File: src/pkg/urm_pkg.sv
package urm_pkg;
    localparam logic [2:0] OFF_0 = 3'h0;
    localparam logic [2:0] OFF_1 = 3'h1;
    localparam logic [2:0] OFF_2 = 3'h2;
    localparam logic [2:0] OFF_3 = 3'h3;
    localparam logic [2:0] OFF_4 = 3'h4;
    localparam logic [2:0] OFF_5 = 3'h5;
    localparam logic [2:0] OFF_6 = 3'h6;
    localparam logic [2:0] OFF_7 = 3'h7;
    localparam logic [7:0] LINE_CTRL_ENH_KEY = 8'hbf;
    localparam int LINE_CTRL_DIV_BIT = 7;
    localparam int ENH_UNLOCK_BIT = 4;
    localparam int FEATURE_MAP_BIT = 6;
    localparam int FIFO_CTRL_EN_BIT = 0;
    localparam int FIFO_CTRL_RXRST_BIT = 1;
    localparam int FIFO_CTRL_TXRST_BIT = 2;
    localparam logic [7:0] INT_EN_ENH_MASK = 8'hf0;
    localparam logic [7:0] INT_SRC_ENH_MASK = 8'h30;
    localparam logic [7:0] FIFO_CTRL_ENH_MASK = 8'h30;
    localparam logic [7:0] MODEM_CTRL_ENH_MASK = 8'he0;
    localparam logic [7:0] DIV_FRAC_MASK = 8'h0f;
    localparam logic [7:0] MODEM_STAT_RSVD_MASK = 8'h0e;
    localparam logic [7:0] REG_RESET = 8'h00;
    localparam logic [7:0] DIV_ZERO = 8'h00;
    typedef enum logic [1:0] {
        URM_BANK_STD = 2'b00,
        URM_BANK_DIV = 2'b01,
        URM_BANK_ENH = 2'b10
    } urm_bank_e;
endpackage : urm_pkg

File: src/pkg/urm_mem_if.sv
`timescale 1ns/1ps
interface urm_mem_if;
    logic we;
    logic [1:0] waddr;
    logic [7:0] wdata;
    logic [1:0] raddr;
    logic [7:0] rdata;
    modport ctrl (output we, output waddr, output wdata, output raddr, input rdata);
    modport mem (input we, input waddr, input wdata, input raddr, output rdata);
endinterface : urm_mem_if

File: src/verilog/urm_char_mem.sv
`timescale 1ns/1ps
module urm_char_mem
    import urm_pkg::*;
#(
    parameter int DEPTH = 4
)
(
    input wire logic clock,
    input wire logic reset,
    urm_mem_if.mem port
);
    logic [7:0] store [DEPTH];
    logic [7:0] rdata_q;

    // Registered read keeps the host read path one cycle behind the address
    always_ff @(posedge clock or posedge reset)
    begin
        if (reset)
        begin
            for (int i = 0; i < DEPTH; i++)
            begin
                store[i] <= REG_RESET;
            end
            rdata_q <= REG_RESET;
        end
        else
        begin
            if (port.we)
            begin
                store[port.waddr] <= port.wdata;
            end
            rdata_q <= store[port.raddr];
        end
    end

    assign port.rdata = rdata_q;
endmodule : urm_char_mem

File: src/verilog/urm_regs.sv
`timescale 1ns/1ps
module urm_regs
    import urm_pkg::*;
#(
    parameter logic [7:0] REVISION_CODE = 8'h01, // Arbitrary value
    parameter logic [7:0] DEVICE_ID = 8'h5c // Arbitrary value
)
(
    input wire logic clock,
    input wire logic reset,
    input wire logic chip_select_n,
    input wire logic read_n,
    input wire logic write_n,
    input wire logic [2:0] addr,
    input wire logic [7:0] data_in,
    output logic [7:0] data_out,
    output logic data_oe_n,
    input wire logic [7:0] rx_data,
    input wire logic [5:0] int_source_code,
    input wire logic [7:0] line_status,
    input wire logic [7:0] modem_status,
    input wire logic [7:0] fifo_count,
    input wire logic [7:0] fifo_level,
    output logic rx_pop,
    output logic tx_load,
    output logic [7:0] tx_data,
    output logic rx_fifo_reset,
    output logic tx_fifo_reset,
    output logic [7:0] line_control,
    output logic [7:0] divisor_low,
    output logic [7:0] divisor_high,
    output logic [7:0] divisor_fraction,
    output logic [7:0] interrupt_enable,
    output logic [7:0] fifo_control,
    output logic [7:0] modem_control,
    output logic [7:0] scratch,
    output logic [7:0] enhanced_mode_select,
    output logic [7:0] fifo_trigger,
    output logic [7:0] feature_control,
    output logic [7:0] enhanced_function
);
    typedef struct packed {
        logic cs_s1;
        logic cs_s2;
        logic rd_s1;
        logic rd_s2;
        logic wr_s1;
        logic wr_s2;
        logic [2:0] addr_s1;
        logic [2:0] addr_s2;
        logic [7:0] din_s1;
        logic [7:0] din_s2;
        logic cs_d;
        logic wr_d;
        logic rd_d;
        logic [2:0] addr_d;
        logic [7:0] din_d;
        logic [7:0] dout;
        logic doe_n;
        logic rx_pop;
        logic tx_load;
        logic [7:0] tx_data;
        logic rxf_rst;
        logic txf_rst;
        logic [7:0] line_ctrl;
        logic [7:0] div_lo;
        logic [7:0] div_hi;
        logic [7:0] div_frac;
        logic [7:0] int_en;
        logic [7:0] fifo_ctrl;
        logic [7:0] modem_ctrl;
        logic [7:0] scratch_pad;
        logic [7:0] mode_sel;
        logic [7:0] trigger;
        logic [7:0] feature;
        logic [7:0] enh_func;
    } urm_state_s;

    urm_state_s st;
    urm_state_s next_st;
    urm_mem_if chars ();
    logic rd_act;
    logic rd_start;
    logic wr_evt;
    urm_bank_e rd_bank;
    urm_bank_e wr_bank;
    logic [7:0] rd_mux;

    // Bank choice shared by the read and write decoders
    function automatic urm_bank_e bank_of(input logic [7:0] lc);
        if (lc == LINE_CTRL_ENH_KEY)
        begin
            return URM_BANK_ENH;
        end
        else if (lc[LINE_CTRL_DIV_BIT])
        begin
            return URM_BANK_DIV;
        end
        else
        begin
            return URM_BANK_STD;
        end
    endfunction : bank_of

    urm_char_mem #(
        .DEPTH(4)
    ) u_chars (
        .clock(clock),
        .reset(reset),
        .port(chars.mem)
    );

    // Write takes effect on the trailing edge of the strobe, data settled
    assign rd_act = st.cs_s2 && st.rd_s2;
    assign rd_start = rd_act && !st.rd_d;
    assign wr_evt = st.cs_d && st.wr_d && !st.wr_s2;
    assign rd_bank = bank_of(st.line_ctrl);
    assign wr_bank = bank_of(st.line_ctrl);

    assign chars.raddr = st.addr_s2[1:0];
    assign chars.we = wr_evt && (wr_bank == URM_BANK_ENH) && st.addr_d[2];
    assign chars.waddr = st.addr_d[1:0];
    assign chars.wdata = st.din_d;

    always_comb
    begin
        rd_mux = REG_RESET;
        case (st.addr_s2)
            OFF_0:
            begin
                if (rd_bank == URM_BANK_ENH)
                begin
                    rd_mux = fifo_count;
                end
                else if (rd_bank == URM_BANK_DIV)
                begin
                    if (st.div_lo == DIV_ZERO && st.div_hi == DIV_ZERO)
                    begin
                        rd_mux = REVISION_CODE;
                    end
                    else
                    begin
                        rd_mux = st.div_lo;
                    end
                end
                else
                begin
                    rd_mux = rx_data;
                end
            end
            OFF_1:
            begin
                if (rd_bank == URM_BANK_ENH)
                begin
                    rd_mux = st.feature;
                end
                else if (rd_bank == URM_BANK_DIV)
                begin
                    if (st.div_lo == DIV_ZERO && st.div_hi == DIV_ZERO)
                    begin
                        rd_mux = DEVICE_ID;
                    end
                    else
                    begin
                        rd_mux = st.div_hi;
                    end
                end
                else
                begin
                    rd_mux = st.int_en;
                end
            end
            OFF_2:
            begin
                if (rd_bank == URM_BANK_ENH)
                begin
                    rd_mux = st.enh_func;
                end
                else if (rd_bank == URM_BANK_DIV && st.enh_func[ENH_UNLOCK_BIT])
                begin
                    rd_mux = st.div_frac;
                end
                else
                begin
                    rd_mux = {{2{st.fifo_ctrl[FIFO_CTRL_EN_BIT]}}, 2'b00, int_source_code[3:0]};
                    if (st.enh_func[ENH_UNLOCK_BIT])
                    begin
                        rd_mux = rd_mux | ({2'b00, int_source_code} & INT_SRC_ENH_MASK);
                    end
                end
            end
            OFF_3:
            begin
                rd_mux = st.line_ctrl;
            end
            OFF_4:
            begin
                rd_mux = (rd_bank == URM_BANK_ENH) ? chars.rdata : st.modem_ctrl;
            end
            OFF_5:
            begin
                rd_mux = (rd_bank == URM_BANK_ENH) ? chars.rdata : line_status;
            end
            OFF_6:
            begin
                if (rd_bank == URM_BANK_ENH)
                begin
                    rd_mux = chars.rdata;
                end
                else
                begin
                    rd_mux = modem_status & ~MODEM_STAT_RSVD_MASK;
                end
            end
            OFF_7:
            begin
                if (rd_bank == URM_BANK_ENH)
                begin
                    rd_mux = chars.rdata;
                end
                else if (st.feature[FEATURE_MAP_BIT])
                begin
                    rd_mux = fifo_level;
                end
                else
                begin
                    rd_mux = st.scratch_pad;
                end
            end
            default:
            begin
                rd_mux = REG_RESET;
            end
        endcase
    end

    always_comb
    begin
        next_st = st;
        // Pins are asynchronous to the UART clock
        next_st.cs_s1 = !chip_select_n;
        next_st.cs_s2 = st.cs_s1;
        next_st.rd_s1 = !read_n;
        next_st.rd_s2 = st.rd_s1;
        next_st.wr_s1 = !write_n;
        next_st.wr_s2 = st.wr_s1;
        next_st.addr_s1 = addr;
        next_st.addr_s2 = st.addr_s1;
        next_st.din_s1 = data_in;
        next_st.din_s2 = st.din_s1;
        next_st.cs_d = st.cs_s2;
        next_st.wr_d = st.wr_s2;
        next_st.rd_d = rd_act;
        next_st.addr_d = st.addr_s2;
        next_st.din_d = st.din_s2;
        next_st.rx_pop = 1'b0;
        next_st.tx_load = 1'b0;
        next_st.rxf_rst = 1'b0;
        next_st.txf_rst = 1'b0;
        next_st.doe_n = !rd_act;
        next_st.dout = rd_act ? rd_mux : st.dout;
        // Only the receive pop is a read side effect; other reads are silent
        if (rd_start && rd_bank == URM_BANK_STD && st.addr_s2 == OFF_0)
        begin
            next_st.rx_pop = 1'b1;
        end
        // Read-only locations have no write arm, so such writes are dropped
        if (wr_evt)
        begin
            case (st.addr_d)
                OFF_0:
                begin
                    if (wr_bank == URM_BANK_ENH)
                    begin
                        next_st.trigger = st.din_d;
                    end
                    else if (wr_bank == URM_BANK_DIV)
                    begin
                        next_st.div_lo = st.din_d;
                    end
                    else
                    begin
                        next_st.tx_load = 1'b1;
                        next_st.tx_data = st.din_d;
                    end
                end
                OFF_1:
                begin
                    if (wr_bank == URM_BANK_ENH)
                    begin
                        next_st.feature = st.din_d;
                    end
                    else if (wr_bank == URM_BANK_DIV)
                    begin
                        next_st.div_hi = st.din_d;
                    end
                    else
                    begin
                        next_st.int_en = st.din_d;
                    end
                end
                OFF_2:
                begin
                    if (wr_bank == URM_BANK_ENH)
                    begin
                        next_st.enh_func = st.din_d;
                    end
                    else if (wr_bank == URM_BANK_DIV && st.enh_func[ENH_UNLOCK_BIT])
                    begin
                        next_st.div_frac = st.din_d & DIV_FRAC_MASK;
                    end
                    else
                    begin
                        next_st.fifo_ctrl = st.din_d;
                        next_st.rxf_rst = st.din_d[FIFO_CTRL_RXRST_BIT];
                        next_st.txf_rst = st.din_d[FIFO_CTRL_TXRST_BIT];
                    end
                end
                OFF_3:
                begin
                    next_st.line_ctrl = st.din_d;
                end
                OFF_4:
                begin
                    if (wr_bank != URM_BANK_ENH)
                    begin
                        next_st.modem_ctrl = st.din_d;
                    end
                end
                OFF_7:
                begin
                    if (wr_bank != URM_BANK_ENH)
                    begin
                        if (st.feature[FEATURE_MAP_BIT])
                        begin
                            next_st.mode_sel = st.din_d;
                        end
                        else
                        begin
                            next_st.scratch_pad = st.din_d;
                        end
                    end
                end
                default:
                begin
                    next_st.scratch_pad = next_st.scratch_pad;
                end
            endcase
        end
        // Clearing the enhance bit also clears what it unlocked
        if (!next_st.enh_func[ENH_UNLOCK_BIT])
        begin
            next_st.int_en = next_st.int_en & ~INT_EN_ENH_MASK;
            next_st.fifo_ctrl = next_st.fifo_ctrl & ~FIFO_CTRL_ENH_MASK;
            next_st.modem_ctrl = next_st.modem_ctrl & ~MODEM_CTRL_ENH_MASK;
            next_st.div_frac = REG_RESET;
        end
    end

    always_ff @(posedge clock or posedge reset)
    begin
        if (reset)
        begin
            st <= '0;
            st.doe_n <= 1'b1;
        end
        else
        begin
            st <= next_st;
        end
    end

    assign data_out = st.dout;
    assign data_oe_n = st.doe_n;
    assign rx_pop = st.rx_pop;
    assign tx_load = st.tx_load;
    assign tx_data = st.tx_data;
    assign rx_fifo_reset = st.rxf_rst;
    assign tx_fifo_reset = st.txf_rst;
    assign line_control = st.line_ctrl;
    assign divisor_low = st.div_lo;
    assign divisor_high = st.div_hi;
    assign divisor_fraction = st.div_frac;
    assign interrupt_enable = st.int_en;
    assign fifo_control = st.fifo_ctrl;
    assign modem_control = st.modem_ctrl;
    assign scratch = st.scratch_pad;
    assign enhanced_mode_select = st.mode_sel;
    assign fifo_trigger = st.trigger;
    assign feature_control = st.feature;
    assign enhanced_function = st.enh_func;
endmodule : urm_regs

File: config.mk
export PLATFORM = sky130hd
export DESIGN_NAME = urm_regs
export DESIGN_NICKNAME = d
export VERILOG_FILES = /design/src/pkg/urm_pkg.sv /design/src/pkg/urm_mem_if.sv /design/src/verilog/urm_char_mem.sv /design/src/verilog/urm_regs.sv
export SDC_FILE = /design/constraint.sdc
export NUM_CORES = 1
export LEC_CHECK = 0
export ABC_AREA = 1
export BUFFER_PORTS_ARGS = -buffer_cell sky130_fd_sc_hd__buf_2
export CORE_AREA = 2 2 139 141
export DETAILED_ROUTE_END_ITERATION = 10
export DIE_AREA = 0 0 141 143
export PLACE_DENSITY = 0.75
export SLEW_MARGIN = 20
export SYNTH_ARGS = -nofsm -noshare
export SYNTH_HDL_FRONTEND = slang
export SYNTH_SLANG_ARGS = --single-unit
File: constraint.sdc
create_clock -name clock -period 6.85 [get_ports clock]
set_clock_uncertainty 0.2 [all_clocks]
set_input_delay 1.37 -clock clock [delete_from_list [all_inputs] [get_ports clock]]
set_output_delay 1.37 -clock clock [all_outputs]
set_load 0.02 [all_outputs]
==> impl_metrics.env <==
export IMPL_status="complete, no violations"
export IMPL_cts_resized=0
export IMPL_cts_clk_slew_worst_paths_ns=0.08
export IMPL_yosysWarningCount=0
export IMPL_firstDrtPassIters=5
export IMPL_stdcell_area_um2=9948
export IMPL_maxSlewHeadroom=0.2778
export IMPL_cts_setup_buffers=0
export IMPL_clock_path_buffers=2
export IMPL_min_period_ns=3.446
export IMPL_clock_latency_ns=0.45
export IMPL_track_usage=0.2537
export IMPL_hold_depth=0
export IMPL_timing_final_crit_share=0.5031
export IMPL_die_h_um=143
export IMPL_tightestPinTransition_ns=1.083
export IMPL_ir_worst_vdd_mv=0.1846
export IMPL_synth_fa_ha_area_frac=0
export IMPL_coreArea_um2=18580
export IMPL_crit_arrival_ns=3.54
export IMPL_drive_gt1_frac=0.2163
export IMPL_cp_start_kind="flop"
export IMPL_pwr_share_clk=0.399
export IMPL_largest_reg_flops=32
export IMPL_critical_path_buf_inv_count=1
export IMPL_start_util=0.4911
export IMPL_grt_max_degree=196
export IMPL_tritoncts="built"
export IMPL_synth_seq_cells=195
export IMPL_critical_path_required_ns=6.95
export IMPL_synth_area_per_cell_um2=8.520
export IMPL_antennaDiodeCount=0
export IMPL_synth_top_family_by_area="simple AND/OR/NAND/NOR gates"
export IMPL_grt_pass1_wl_um=38780
export IMPL_final_nets=1177
export IMPL_post_drt_wl_per_cell_um=18.38
export IMPL_cp_cell_sequence="nand2_2 > nor2_4 > nand2_2 > inv_1 > nand2_1 > nand2_1 > o21ai_0"
export IMPL_finalWeightedCongestion=0.9034
export IMPL_cts_hold_fix_buffers=0
export IMPL_p_leak_nw=5.288
export IMPL_num_rows=50
export IMPL_cts_buffers=17
export IMPL_rsz0062_at_grt="no"
export IMPL_cp_slowest_cell="inv_1"
export IMPL_ctsRootBufferMaster="clkbuf_16"
export IMPL_path_delay_family="simple AND/OR/NAND/NOR gates"
export IMPL_max_stage_delay_ns=0.94
export IMPL_timing_setup_tns_ns=0
export IMPL_max_cap_violations=0
export IMPL_placed_cell_area_um2=9279
export IMPL_grt_pass1_vias=6868
export IMPL_worstSetupPathDepth=7
export IMPL_die_w_um=141
export IMPL_postRouteAntennaNets=0
export IMPL_io_buffers=171
export IMPL_end_kind="flop"
export IMPL_yosysUniqueCellTypes=34
export IMPL_fmax_mhz=290.2
export IMPL_hpwl_um=17260
export IMPL_hold_path_class="flop to flop"
export IMPL_setup_violations_final=0
export IMPL_worst_path_max_fanout=39
export IMPL_netlist_area_um2=9125
export IMPL_crit_type="flop to flop"
export IMPL_p_seq_frac=0.470
export IMPL_route_vias_total=7336
export IMPL_drtIter0Drc=624
export IMPL_synthXorXnorAreaFrac=0
export IMPL_grt_overflow=0
export IMPL_syn_inst=1071
export IMPL_dieArea_um2=20160
export IMPL_finalHoldViolations=0
export IMPL_synth_compound_area_frac=0.1064
export IMPL_antenna_found_initial=0
export IMPL_viasPerCell=5.386
export IMPL_p_per_area_nw_per_um2=271.9
export IMPL_top_register="u_chars.store"
export IMPL_dp_cells=1329
export IMPL_synthSimpleGateAreaFrac=0.2193
export IMPL_syn_to_final_growth_pct=9.022
export IMPL_r2r_cells=7
export IMPL_yosysSeqAreaShare=0.5349
export IMPL_num_io_pins=179
export IMPL_sw_frac_of_total=0.2911
export IMPL_ctsHtreeMaxLevel=4
export IMPL_drv_slew=0
export IMPL_fin_cells=1362
export IMPL_finalWirelength_um=25030
export IMPL_p_int_mw=1.918
export IMPL_p_sw_mw=0.7874
export IMPL_drcViolationCount=0
export IMPL_clock_sinks=195
export IMPL_combPwrFrac=0.131
export IMPL_synthMuxAreaShare=0
[worst paths after layout]
path	startpoint	to	slack, ns
min reg2reg	next_st[117]	chars.wdata[0]	0.15
max	line_control[7]	feature_control[0]	3.40
max in group asynchronous	reset	data_oe_n	4.68
max reg2reg	line_control[7]	feature_control[0]	3.40
min	next_st[117]	chars.wdata[0]	0.15
min in group asynchronous	reset	fifo_trigger[0]	0.86
[routing by layer]
metal,part of all wire,GRT usage,up-vias
met5,0,0,-
met4,0.032,0.1021,0
met3,0.069,0.04829,59
met2,0.48,0.4108,343
met1,0.42,0.3403,3528
li1,-,-,3406
[area by class of cell]
cell class | count | area (um2)
Clock buffer | 17 | 425.4
Clock inverter | 15 | 216.5
Fill cell | 1758 | 8632
Inverter | 63 | 242.7
Multi-Input combinational cell | 665 | 2987
Sequential cell | 195 | 4881
Tap cell | 234 | 292.8
Timing Repair Buffer | 173 | 903.4
[stage by stage]
step / worst slack (ns) / power (mW) / utilization / hold slack [ns]
final: 3.404 / 2.705 / 0.5354 / 0.1497
after global routing: 3.059 / 2.807 / 0.5354 / 0.1571
after CTS: 3.461 / 2.718 / 0.5339 / 0.1524
after detailed placement: 3.529 / 1.645 / 0.4994 / 0.1347
after global placement: 3.542 / 1.638 / 0.4994 / 0.1311
after floorplan: 2.762 / 1.580 / - / 0.1312
[power by group through the flow]
| stage | combinational, mW | clock [mW] | sequential [mW] |
|---|---|---|---|
| finish | 0.353 | 1.08 | 1.27 |
| global route | 0.385 | 1.14 | 1.28 |
| CTS | 0.352 | 1.09 | 1.27 |
| detailed placement | 0.351 | 0 | 1.29 |
| global placement | 0.346 | 0 | 1.29 |
| floorplan | 0.305 | 0 | 1.28 |
[logic make-up (layout without fill, tap and decap cells)]
family / Yosys count / count (layout)
AND/OR/NAND/NOR: 481 / 481
AO/OA/AOI/OAI: 180 / 180
other: 1 / 4
flip-flops: 195 / 195
buffers and inverters: 214 / 268
[cells in the final DEF (no fill, tap or decap), drive strengths merged, types with 2 or more instances in the layout]
master / Yosys / final
nand2: 360 / 360
dfrtp: 194 / 194
buf: 129 / 173
o21ai: 146 / 146
inv: 63 / 70
nand3: 53 / 53
nor2: 48 / 48
clkbuf: 22 / 17
a21oi: 14 / 14
a22oi: 10 / 10
nor3: 8 / 8
a31oi: 6 / 6
nand4: 4 / 4
nand3b: 4 / 4
conb: 1 / 4
or2: 3 / 3
bufinv: 0 / 3
clkinv: 0 / 3
a21boi: 2 / 2
clkinvlp: 0 / 2
[Yosys cell counts]
cell,instances,area share
inv_4,1,0.00069
inv_1,56,0.023
nand2_1,350,0.14
nand3_4,1,0.0019
buf_4,113,0.093
nor4_1,1,0.00069
dfstp_2,1,0.0029
nand3_1,51,0.028
a41oi_1,1,0.00096
nor3_1,6,0.0033
buf_2,13,0.0071
o21ai_1,26,0.014
inv_2,6,0.0025
a21boi_0,2,0.0016
buf_6,3,0.0037
clkbuf_1,22,0.0090
nor2_2,4,0.0027
or2_2,3,0.0021
a21oi_1,14,0.0077
nor2_1,42,0.017
conb_1,1,0.00041
nor3_2,1,0.0011
o211ai_1,1,0.00082
nand2_2,10,0.0069
nand3_2,1,0.0011
nand4_1,4,0.0027
a22oi_1,10,0.0082
dfrtp_1,194,0.53
nor3_4,1,0.0018
o21ai_0,113,0.062
o21ai_2,7,0.0067
nand3b_1,4,0.0033
a31oi_1,6,0.0041
nor2_4,2,0.0025
Power figures use the tool's default switching activity.
